## config.mk

```make
export PLATFORM = sky130hd
export DESIGN_NAME = pdcl_top
export DESIGN_NICKNAME = d
export VERILOG_FILES = /design/src/hdl/pdcl_pkg.sv /design/src/hdl/pdcl_debounce.sv /design/src/hdl/pdcl_tick.sv /design/src/hdl/pdcl_top.sv
export SDC_FILE = /design/constraint.sdc
export NUM_CORES = 1
export LEC_CHECK = 0
export ABC_AREA = 1
export BUFFER_PORTS_ARGS = -buffer_cell sky130_fd_sc_hd__buf_2
export CAP_MARGIN = 20
export CELL_PAD_IN_SITES_DETAIL_PLACEMENT = 1
export CELL_PAD_IN_SITES_GLOBAL_PLACEMENT = 1
export CORE_UTILIZATION = 42
export DETAILED_ROUTE_END_ITERATION = 6
export GPL_ROUTABILITY_DRIVEN = 0
export GPL_TIMING_DRIVEN = 0
export PLACE_DENSITY = 0.77
export SETUP_SLACK_MARGIN = 0.4
export SYNTH_ARGS = -nofsm -noshare
export SYNTH_HDL_FRONTEND = slang
export SYNTH_HIERARCHICAL = 1
export SYNTH_SLANG_ARGS = --single-unit
```

## constraint.sdc

```tcl
create_clock -name clock -period 2.3 [get_ports clock]
set_clock_uncertainty 0.05 [all_clocks]
set_input_delay 0.46 -clock clock [delete_from_list [all_inputs] [get_ports clock]]
set_output_delay 0.46 -clock clock [all_outputs]
set_load 0.1 [all_outputs]
```

## src/hdl/pdcl_pkg.sv

```systemverilog
// constants, types and register map of the passenger door control logic
// Function
// - Passenger-opened door recloses after reclose delay
// - Delay expiry starts four second closing cycle
// - Reclose delay adjustable in four second steps
// - Passenger buttons only ever open doors
// - Station commands go out on trainlines
// - Station commands only while activation switch on
// - Enable button enables same-side passenger buttons
// - Passenger open needs enable; lamp shows enable
// - Hold end: warn, close, stay enabled
// - Station close button cancels passenger enable
// - Green lamp only when all doors but a held leaf closed
// - Leaf hold works only with station active
// - Leaf hold keeps green lamp lit
// - Active station amber dark, others flash
// - Single-leaf button opens nearest leaf only
// - No interlock while release relay energized
// - Staff key needs zero speed, breaks interlock
// - Pull ring opens side doors under power
// - Pull ring inhibits closing until manual reset
// - Side mapping follows car orientation
// - Every input and output visible on indicators
// - No zero speed nor bypass: refuse opening, except by pull ring
// - Single leaf stays open until close/speed
// - Active station shorts opposite open trainline
package pdcl_pkg;

  // ****************************************
  // timing
  // ****************************************
  localparam int CLK_MHZ = 100;
  localparam int TICK_MS = 100;
  localparam int TICK_CYCLES_DEF = TICK_MS * 1000 * CLK_MHZ;
  localparam int DEB_MS = 10;
  localparam int DEB_CYCLES_DEF = DEB_MS * 1000 * CLK_MHZ;
  localparam int CNT_W = 24;
  localparam int RECLOSE_MS = 15000;
  localparam int RECLOSE_TICKS = RECLOSE_MS / TICK_MS;
  localparam int STEP_MS = 4000;
  localparam int STEP_TICKS = STEP_MS / TICK_MS;
  localparam int CLOSE_MS = 4000;
  localparam int CLOSE_TICKS = CLOSE_MS / TICK_MS;
  localparam int WARN_MS = 1000;
  localparam int WARN_TICKS = WARN_MS / TICK_MS;
  localparam int FLASH_MS = 500;
  localparam int FLASH_TICKS = FLASH_MS / TICK_MS;
  localparam int TMR_W = 9;

  // ****************************************
  // registers
  // ****************************************
  localparam logic [7:0] CTRL_OFS = 8'h00;
  localparam logic [7:0] IN_LO_OFS = 8'h04;
  localparam logic [7:0] IN_HI_OFS = 8'h08;
  localparam logic [7:0] OUT_OFS = 8'h0C;
  localparam int CTRL_STEP_LSB = 0;
  localparam int CTRL_REV_BIT = 3;
  localparam int CTRL_REAR_BIT = 4;
  localparam logic [2:0] STEP_RST = 3'h0;
  localparam logic [2:0] STEP_MIN_BAD = 3'h4;
  localparam logic [2:0] STEP_MIN = 3'h5;
  localparam logic REV_RST = 1'h0;
  localparam logic REAR_RST = 1'h0;

  localparam int NUM_IN = 44;
  localparam int NUM_OUT = 28;

  typedef enum logic [1:0] {
    DOOR_CLOSED = 2'h0,
    DOOR_OPENED = 2'h1,
    DOOR_WARN = 2'h3,
    DOOR_CLOSING = 2'h2
  } pdcl_door_e;

endpackage

```

## src/hdl/pdcl_debounce.sv

```systemverilog
// two-stage synchroniser and sampled debouncer for a vector of pins
`timescale 1ns/1ns
module pdcl_debounce #(
  parameter int W = 8,
  parameter int DEB_CYCLES = 1000
) (
  input wire logic clock,
  input wire logic rst,
  input wire logic [W-1:0] raw,
  output logic [W-1:0] clean
);

  typedef struct packed {
    logic [W-1:0] s1;
    logic [W-1:0] s2;
    logic [W-1:0] samp;
    logic [W-1:0] stable;
    logic [pdcl_pkg::CNT_W-1:0] cnt;
  } pdcl_deb_s;

  pdcl_deb_s r;
  pdcl_deb_s next_r;
  logic [W-1:0] eq;

  assign eq = ~(r.s2 ^ r.samp);
  assign clean = r.stable;

  always_comb begin
    next_r = r;
    next_r.s1 = raw;
    next_r.s2 = r.s1;
    if (r.cnt == '0) begin
      next_r.cnt = pdcl_pkg::CNT_W'(DEB_CYCLES - 1);
      next_r.samp = r.s2;
      // a bit changes only after two equal samples one period apart
      next_r.stable = (eq & r.s2) | (~eq & r.stable);
    end else begin
      next_r.cnt = r.cnt - 1'b1;
    end
  end

  always_ff @(posedge clock) begin
    if (rst) begin
      r <= '0;
    end else begin
      r <= next_r;
    end
  end

endmodule

```

## src/hdl/pdcl_tick.sv

```systemverilog
// prescaler giving a one-cycle tick enable
`timescale 1ns/1ns
module pdcl_tick #(
  parameter int CYCLES = 1000
) (
  input wire logic clock,
  input wire logic rst,
  output logic tick
);

  typedef struct packed {
    logic [pdcl_pkg::CNT_W-1:0] cnt;
    logic tick;
  } pdcl_tick_s;

  pdcl_tick_s r;
  pdcl_tick_s next_r;

  assign tick = r.tick;

  always_comb begin
    next_r = r;
    next_r.tick = 1'b0;
    if (r.cnt == '0) begin
      next_r.cnt = pdcl_pkg::CNT_W'(CYCLES - 1);
      next_r.tick = 1'b1;
    end else begin
      next_r.cnt = r.cnt - 1'b1;
    end
  end

  always_ff @(posedge clock) begin
    if (rst) begin
      r <= '0;
    end else begin
      r <= next_r;
    end
  end

endmodule

```

## src/hdl/pdcl_top.sv

```systemverilog
// car side door controller with APB status and control registers
`timescale 1ns/1ns
module pdcl_top #(
  parameter int TICK_CYCLES = pdcl_pkg::TICK_CYCLES_DEF,
  parameter int DEB_CYCLES = pdcl_pkg::DEB_CYCLES_DEF
) (
  input wire logic clock,
  input wire logic rst,
  input wire logic [7:0] paddr,
  input wire logic psel,
  input wire logic penable,
  input wire logic pwrite,
  input wire logic [31:0] pwdata,
  output logic [31:0] prdata,
  output logic pready,
  output logic pslverr,
  input wire logic [1:0] stationOn,
  input wire logic [1:0] openFwd,
  input wire logic [1:0] openRear,
  input wire logic [1:0] closeFwd,
  input wire logic [1:0] closeRear,
  input wire logic [1:0] enablePb,
  input wire logic [1:0] crewOpen,
  input wire logic [1:0] crewHold,
  input wire logic [1:0] paxIn,
  input wire logic [1:0] paxOut,
  input wire logic [1:0] staffKey,
  input wire logic [1:0] pullRing,
  input wire logic [1:0] ringReset,
  input wire logic [1:0] doorClosedSw,
  input wire logic [1:0] leafClosedSw,
  input wire logic [1:0] tlOpenFwdIn,
  input wire logic [1:0] tlOpenRearIn,
  input wire logic [1:0] tlCloseFwdIn,
  input wire logic [1:0] tlCloseRearIn,
  input wire logic [1:0] tlEnableIn,
  input wire logic tlStationIn,
  input wire logic tlAllClosedIn,
  input wire logic zeroSpeed,
  input wire logic zeroBypass,
  output logic [1:0] doorOpen,
  output logic [1:0] crewLeafOpen,
  output logic [1:0] closeWarn,
  output logic [1:0] paxLamp,
  output logic [1:0] greenLamp,
  output logic [1:0] amberLamp,
  output logic [1:0] releaseRelay,
  output logic [1:0] tlOpenFwdOut,
  output logic [1:0] tlOpenRearOut,
  output logic [1:0] tlCloseFwdOut,
  output logic [1:0] tlCloseRearOut,
  output logic [1:0] tlEnableOut,
  output logic [1:0] tlOpenShort,
  output logic tlStationOut,
  output logic carInterlock,
  output logic [71:0] ioLeds
);

  // ****************************************
  // state
  // ****************************************
  typedef struct packed {
    pdcl_pkg::pdcl_door_e [1:0] door;
    logic [1:0][pdcl_pkg::TMR_W-1:0] tmr;
    logic [1:0] pax;
    logic [1:0] enabled;
    logic [1:0] crewLeaf;
    logic [1:0] ring;
    logic [2:0] flashCnt;
    logic flash;
    logic [2:0] step;
    logic rev;
    logic rearGrp;
    logic [31:0] rdata;
    logic err;
    logic [pdcl_pkg::NUM_OUT-1:0] outs;
  } pdcl_top_s;

  pdcl_top_s r;
  pdcl_top_s next_r;

  logic [pdcl_pkg::NUM_IN-1:0] din;
  logic tick;
  logic [1:0] dStationOn, dOpenFwd, dOpenRear, dCloseFwd, dCloseRear;
  logic [1:0] dEnablePb, dCrewOpen, dCrewHold, dPaxIn, dPaxOut;
  logic [1:0] dStaffKey, dPullRing, dRingReset, dDoorClosedSw, dLeafClosedSw;
  logic [1:0] dTlOpenFwdIn, dTlOpenRearIn, dTlCloseFwdIn, dTlCloseRearIn;
  logic [1:0] dTlEnableIn;
  logic dTlStationIn, dTlAllClosedIn, dZeroSpeed, dZeroBypass;

  // ****************************************
  // input conditioning
  // ****************************************
  pdcl_debounce #(
    .W(pdcl_pkg::NUM_IN),
    .DEB_CYCLES(DEB_CYCLES)
  ) u_deb (
    .clock(clock),
    .rst(rst),
    .raw({zeroBypass, zeroSpeed, tlAllClosedIn, tlStationIn, tlEnableIn,
          tlCloseRearIn, tlCloseFwdIn, tlOpenRearIn, tlOpenFwdIn,
          leafClosedSw, doorClosedSw, ringReset, pullRing, staffKey,
          paxOut, paxIn, crewHold, crewOpen, enablePb, closeRear,
          closeFwd, openRear, openFwd, stationOn}),
    .clean(din)
  );

  assign {dZeroBypass, dZeroSpeed, dTlAllClosedIn, dTlStationIn, dTlEnableIn,
          dTlCloseRearIn, dTlCloseFwdIn, dTlOpenRearIn, dTlOpenFwdIn,
          dLeafClosedSw, dDoorClosedSw, dRingReset, dPullRing, dStaffKey,
          dPaxOut, dPaxIn, dCrewHold, dCrewOpen, dEnablePb, dCloseRear,
          dCloseFwd, dOpenRear, dOpenFwd, dStationOn} = din;

  pdcl_tick #(
    .CYCLES(TICK_CYCLES)
  ) u_tick (
    .clock(clock),
    .rst(rst),
    .tick(tick)
  );

  // ****************************************
  // side mapping
  // ****************************************
  // car side and trainline side are equal, or swapped for a turned car
  function automatic logic [1:0] swap2(input logic [1:0] v, input logic rev);
    swap2 = rev ? {v[0], v[1]} : v;
  endfunction

  logic zsOk;
  logic [1:0] staffOpen, holdAct, enableCar, paxReq, openReq, closeReq;
  logic [1:0] outOpenFwd, outOpenRear, outCloseFwd, outCloseRear, outEnable;
  logic [1:0] shortTl, openFwdCar, openRearCar, grpOpen, grpClose;
  logic [1:0] cDoorOpen, cWarn, tmrEnd, leafOut, relay, green, amber;
  logic carIlk, mainsOk;
  logic [pdcl_pkg::TMR_W-1:0] recDelay;
  logic [31:0] ctrlWord;

  assign zsOk = dZeroSpeed | dZeroBypass;
  // staff key gated by zero speed
  assign staffOpen = dStaffKey & {2{dZeroSpeed}};
  assign holdAct = dCrewHold & dStationOn;

  assign outOpenFwd = swap2(dStationOn & dOpenFwd, r.rev);
  assign outOpenRear = swap2(dStationOn & dOpenRear, r.rev);
  assign outCloseFwd = swap2(dStationOn & dCloseFwd, r.rev);
  assign outCloseRear = swap2(dStationOn & dCloseRear, r.rev);
  assign outEnable = swap2(dStationOn & dEnablePb, r.rev);
  assign shortTl = swap2({dStationOn[0], dStationOn[1]}, r.rev);

  assign openFwdCar = swap2((dTlOpenFwdIn | outOpenFwd) & ~shortTl, r.rev);
  assign openRearCar = swap2((dTlOpenRearIn | outOpenRear) & ~shortTl, r.rev);
  // group commands act on this car
  assign grpOpen = r.rearGrp ? openRearCar : openFwdCar;
  assign grpClose = r.rearGrp ? swap2(dTlCloseRearIn | outCloseRear, r.rev)
                              : swap2(dTlCloseFwdIn | outCloseFwd, r.rev);
  // enable trainline for the whole side
  assign enableCar = swap2(dTlEnableIn | outEnable, r.rev);

  assign openReq = ({2{zsOk}} & grpOpen) | staffOpen;
  assign paxReq = {2{zsOk}} & r.enabled & (dPaxIn | dPaxOut);
  assign closeReq = grpClose | {2{~zsOk}};

  assign recDelay = pdcl_pkg::TMR_W'(pdcl_pkg::RECLOSE_TICKS
                    + $signed(r.step) * pdcl_pkg::STEP_TICKS);

  // ****************************************
  // per side status
  // ****************************************
  for (genvar s = 0; s < 2; s++) begin : g_side
    assign cDoorOpen[s] = (r.door[s] == pdcl_pkg::DOOR_OPENED)
                          || (r.door[s] == pdcl_pkg::DOOR_WARN);
    assign cWarn[s] = (r.door[s] == pdcl_pkg::DOOR_WARN)
                      || (r.door[s] == pdcl_pkg::DOOR_CLOSING);
    assign tmrEnd[s] = tick && (r.tmr[s] <= pdcl_pkg::TMR_W'(1));
    assign leafOut[s] = r.crewLeaf[s] | cDoorOpen[s];
    // held leaf ignored for the lamp
    assign green[s] = dTlAllClosedIn
                      & (carIlk | (holdAct[s] & mainsOk & dLeafClosedSw[1 - s]));
    assign amber[s] = ~dStationOn[s] & (dTlStationIn | (|dStationOn)) & r.flash;
  end

  assign relay = cDoorOpen | r.crewLeaf;
  assign mainsOk = (&dDoorClosedSw) & ~(|dStaffKey);
  assign carIlk = mainsOk & (&dLeafClosedSw) & ~(|relay);

  assign ctrlWord = 32'({r.rearGrp, r.rev, r.step});

  // ****************************************
  // next state
  // ****************************************
  always_comb begin
    next_r = r;
    for (int s = 0; s < 2; s++) begin
      case (r.door[s])
        pdcl_pkg::DOOR_CLOSED: begin
          if (r.ring[s] || openReq[s]) begin
            next_r.door[s] = pdcl_pkg::DOOR_OPENED;
            next_r.pax[s] = 1'b0;
          end else if (paxReq[s]) begin
            next_r.door[s] = pdcl_pkg::DOOR_OPENED;
            next_r.pax[s] = 1'b1;
            next_r.tmr[s] = recDelay;
          end
        end
        pdcl_pkg::DOOR_OPENED: begin
          if (r.ring[s] || openReq[s]) begin
            next_r.pax[s] = 1'b0;
          end else if (closeReq[s] || (r.pax[s] && tmrEnd[s])) begin
            next_r.door[s] = pdcl_pkg::DOOR_WARN;
            next_r.tmr[s] = pdcl_pkg::TMR_W'(pdcl_pkg::WARN_TICKS);
          end else if (r.pax[s] && tick) begin
            next_r.tmr[s] = r.tmr[s] - 1'b1;
          end
        end
        pdcl_pkg::DOOR_WARN: begin
          if (r.ring[s] || openReq[s]) begin
            next_r.door[s] = pdcl_pkg::DOOR_OPENED;
            next_r.pax[s] = 1'b0;
          end else if (tmrEnd[s]) begin
            next_r.door[s] = pdcl_pkg::DOOR_CLOSING;
            next_r.tmr[s] = pdcl_pkg::TMR_W'(pdcl_pkg::CLOSE_TICKS);
          end else if (tick) begin
            next_r.tmr[s] = r.tmr[s] - 1'b1;
          end
        end
        pdcl_pkg::DOOR_CLOSING: begin
          if (r.ring[s] || openReq[s]) begin
            next_r.door[s] = pdcl_pkg::DOOR_OPENED;
            next_r.pax[s] = 1'b0;
          end else if (paxReq[s]) begin
            next_r.door[s] = pdcl_pkg::DOOR_OPENED;
            next_r.pax[s] = 1'b1;
            next_r.tmr[s] = recDelay;
          end else if (tmrEnd[s]) begin
            next_r.door[s] = pdcl_pkg::DOOR_CLOSED;
          end else if (tick) begin
            next_r.tmr[s] = r.tmr[s] - 1'b1;
          end
        end
        default: begin
          next_r.door[s] = pdcl_pkg::DOOR_CLOSED;
        end
      endcase

      next_r.ring[s] = dPullRing[s] | (r.ring[s] & ~dRingReset[s]);
      next_r.enabled[s] = enableCar[s] | (r.enabled[s] & ~grpClose[s]);
      // single leaf open, kept until close or speed
      next_r.crewLeaf[s] = (dCrewOpen[s] & dStationOn[s] & zsOk)
                           | (holdAct[s] & cDoorOpen[s])
                           | (r.crewLeaf[s] & (holdAct[s]
                              | ~(grpClose[s] | ~zsOk)));
    end

    if (tick) begin
      if (r.flashCnt == 3'h0) begin
        next_r.flashCnt = 3'(pdcl_pkg::FLASH_TICKS - 1);
        next_r.flash = ~r.flash;
      end else begin
        next_r.flashCnt = r.flashCnt - 1'b1;
      end
    end

    next_r.outs = {carIlk, |dStationOn, shortTl, outEnable, outCloseRear,
                   outCloseFwd, outOpenRear, outOpenFwd, relay, amber, green,
                   r.enabled, cWarn, leafOut, cDoorOpen};

    // read data and error are caught in the setup phase
    if (psel && !penable) begin
      next_r.err = 1'b0;
      case (paddr)
        pdcl_pkg::CTRL_OFS: begin
          next_r.rdata = ctrlWord;
        end
        pdcl_pkg::IN_LO_OFS: begin
          next_r.rdata = din[31:0];
        end
        pdcl_pkg::IN_HI_OFS: begin
          next_r.rdata = 32'(din[pdcl_pkg::NUM_IN-1:32]);
        end
        pdcl_pkg::OUT_OFS: begin
          next_r.rdata = 32'(r.outs);
        end
        default: begin
          next_r.rdata = 32'h0;
          next_r.err = 1'b1;
        end
      endcase
      if (pwrite && paddr != pdcl_pkg::CTRL_OFS) begin
        next_r.err = 1'b1;
      end
    end
    if (psel && penable && pwrite && paddr == pdcl_pkg::CTRL_OFS) begin
      // a step of -4 would leave under a second, so it saturates at -3
      if (pwdata[2:0] == pdcl_pkg::STEP_MIN_BAD) begin
        next_r.step = pdcl_pkg::STEP_MIN;
      end else begin
        next_r.step = pwdata[pdcl_pkg::CTRL_STEP_LSB +: 3];
      end
      next_r.rev = pwdata[pdcl_pkg::CTRL_REV_BIT];
      next_r.rearGrp = pwdata[pdcl_pkg::CTRL_REAR_BIT];
    end
  end

  always_ff @(posedge clock) begin
    if (rst) begin
      r <= '0;
      r.step <= pdcl_pkg::STEP_RST;
      r.rev <= pdcl_pkg::REV_RST;
      r.rearGrp <= pdcl_pkg::REAR_RST;
    end else begin
      r <= next_r;
    end
  end

  // ****************************************
  // outputs
  // ****************************************
  assign pready = 1'b1;
  assign prdata = r.rdata;
  assign pslverr = r.err;
  assign {carInterlock, tlStationOut, tlOpenShort, tlEnableOut, tlCloseRearOut,
          tlCloseFwdOut, tlOpenRearOut, tlOpenFwdOut, releaseRelay, amberLamp,
          greenLamp, paxLamp, closeWarn, crewLeafOpen, doorOpen} = r.outs;
  assign ioLeds = {r.outs, din};

endmodule

```

==> flow_summary_export.csv <==
group,metric,value,unit
floorplan,std_cell_rows,71,
floorplan,chipWidth,197,microns
setup_path,rrSetupSlack,0.25,ns
synthesis,syn_area,0.0159,sq mm
synthesis,synth_simple_gate_area_share,31.1,%
route,firstDrtPassIters,5,
route,route.antenna.remaining_nets,0,
synthesis,synth_top_family_by_area,"simple AND/OR/NAND/NOR gates",
synthesis,synth-warning-count,6,
status,status,"completed",
placement,hpwl,41.8,mm
route,finalWirelength,58.7,mm
setup_path,crit_type,"reg2reg",
route,wl_per_cell,19.2,microns
floorplan,start_util,42.5,%
setup_path,cp_top_family,"simple AND/OR/NAND/NOR gates",
timing,setup_viol,0,
floorplan,die_area,0.0387,sq mm
layout,layout_common_cells,"nand2_1, dfxtp_1, buf_4",
timing,rsz0062_at_grt,"yes",
clock_network,clockBufferDepth,3,
global_route,grt_pass1_vias,16135,
placement,place_ws,-0.223,ns
synthesis,ys_seq_area_share,40.6,%
floorplan,die_h,197,microns
clock_network,cts_max_level,2,
global_route,grt_max_degree,14,
floorplan,core-area,0.0375,sq mm
synthesis,synth_xor_area_share,3.35,%
run,drv_cap,0,
synthesis,synth-main-ff-cell,"dfxtp_1",
route,routed_via_density,5.25,
setup_path,critical_path_arrival,2.40,ns
synthesis,synth-compound-area-share,9.42,%
route,num_vias,16029,
synthesis,syn_nets,2333,
layout,layout.cells.non_filler,3051,
timing,drv_slew,0,
layout,final_util,54.8,%
layout,finalInstanceArea,0.0205,sq mm
timing,fin_tns_setup,0,ns
synthesis,syn_inst,2229,
clock_network,clk_pin_slew_worst_paths,0.06,ns
power,p_leak,9.00,nW
power,irDropWorstVdd,0.739,mV
synthesis,synth_fa_ha_area_share,1.27,%
setup_path,worst_setup_path_end_kind,"register",
timing,relSlewSlack,38.6,%
layout,multi_input_area,0.00784,sq mm
floorplan,ioPinCount,223,
layout,fill_cells,4754,
synthesis,yosysUniqueCellTypes,55,
setup_path,crit_path_frequent_cell,"buf_12",
clock_network,cts_tree,"yes",
synthesis,synth_async_sr_flop_share,0,%
layout,seq_area,0.00651,sq mm
setup_path,crit_buf_inv,4,
timing,timing.final.ws_setup,0.250,ns
timing,hold_violations,0,
layout,drive_gt1_share,27.4,%
layout,area_growth,28.9,%
synthesis,yosys_register_bits,323,
placement,io_buffer_count,194,
setup_path,cp_cell_sequence,"buf_12 -> buf_12 -> buf_12 -> nand3_4 -> nand3b_1 -> nand3_1 -> nand3_2 -> nand3_4 -> buf_6 -> nand4_4 -> nand2_1 -> a21oi_1",
setup_path,slowest_delay,0.33,ns
timing,worst_pin_slew,0.921,ns
global_route,antenna_found_initial,0,
setup_path,cp.required,2.66,ns
global_route,grt_pass1_wl,87.6,mm
placement,dpl_cell_area,0.0176,sq mm
power,p_per_area,1200,mW/mm^2
timing,fin_crit,2.05,ns
clock_network,clockRootBuffer,"clkbuf_16",
synthesis,avgSynthCellArea,7.15,sq um
layout,finalNetCount,2618,
worst_hold_path,hold_path.class,"in2reg",
route,drc,0,
setup_path,path_max_fanout,6,
synthesis,synth.mux.area_fraction,0,%
global_route,overflow,0,
setup_path,startpoint_type,"register",
global_route,grt_usage,29.0,%
placement,place_inst,2934,
synthesis,synth_edf_count,0,
timing,fmax,0.488,GHz
timing,period_share,89.1,%
setup_path,crit_slowest_cell,"dfxtp_2",
clock_network,cts_sinks,323,
clock_network,cts_buffers,39,
layout,num_antenna_cells,0,
clock_network,worstSkewPairLatency,0.56,ns
route,drtIter0Drc,999,
layout,final_common_cell,"nand2_1",
[Yosys cell counts (9+ instances only)]
master / number / area [sq um]
o21ai_0: 47 / 235
nor2_4: 13 / 146
nand2_2: 13 / 81.3
xnor2_1: 48 / 420
dfxtp_1: 323 / 6470
inv_1: 228 / 856
buf_4: 134 / 1010
a21oi_1: 182 / 911
nand2_1: 512 / 1920
nor2_1: 252 / 946
inv_2: 10 / 37.5
xor2_1: 13 / 114
nor2_2: 14 / 87.6
nand4_1: 72 / 450
nor3_1: 9 / 45.0
nand3b_1: 9 / 67.6
a31oi_1: 9 / 56.3
buf_2: 23 / 115
clkbuf_1: 52 / 195
nand3_1: 164 / 821
ha_1: 13 / 163
[final timing paths]
kind / from / endpoint / cells past startpoint
setup / recovery: register / r[94] / 12
hold / removal: crewHold[0] / u_deb/next_r[126] / 3
setup reg to reg: register / r[94] / 12
hold reg to reg: u_deb/next_r[139] / u_deb/r[139] / 2
[cell families after synthesis]
logic type	after synthesis
other cells	1
simple gates	1095
fa+ha+maj	15
compound gates	278
xor+xnor	61
flops	323
buf+inv	456
[per-layer routing]
layer / wire length [microns] / track usage [%] / vias to the layer above / part of all wire [%]
met5: 0 / 0 / - / 0
met4: 2200 / 10.5 / 0 / 3.7
met2: 29900 / 53.3 / 467 / 51
li1: - / - / 7590 / -
met1: 23900 / 34.0 / 7832 / 41
met3: 2620 / 4.26 / 140 / 4.5
[where the power goes]
group | internal, mW | leakage, nW | switching, mW | total (mW)
Clock | 3.55 | 0.595 | 2.52 | 6.07
Combinational | 3.64 | 5.76 | 7.84 | 11.5
Sequential | 6.30 | 2.65 | 0.758 | 7.06
Total | 13.5 | 9.00 | 11.1 | 24.6
[cell type report]
cell class,instances,area share (%)
multi-input cells,1454,38.2
flip-flops and latches,323,31.7
repair buffers,240,9.18
plain buffers,216,7.35
clock buffers,49,5.03
inverters,240,4.49
well taps,511,3.11
clock inverters,18,0.992
[per-stage QoR]
stage | power, mW | hold WS, ns
after CTS | 23.8 | 0.0385
after global placement | 16.7 | 0.341
after floorplan | 14.4 | 0.338
final | 24.6 | 0.0582
after detailed placement | 17.1 | 0.348
after global routing | 26.1 | 0.0565
[repair_timing]
action                     CTS  global route
setup endpoints to repair  263           147
setup buffers               23            22
resized for setup          248           184
hold buffers                 0             0
gates cloned                 2             3
pin swaps                   19            54
[tightest hold or removal path, delay by kind of cell]
family                 cells  cell delay, ns
AND/OR/NAND/NOR            1            0.06
buffers and inverters      2            0.10
Note: power is estimated with default switching activity, not from simulation.
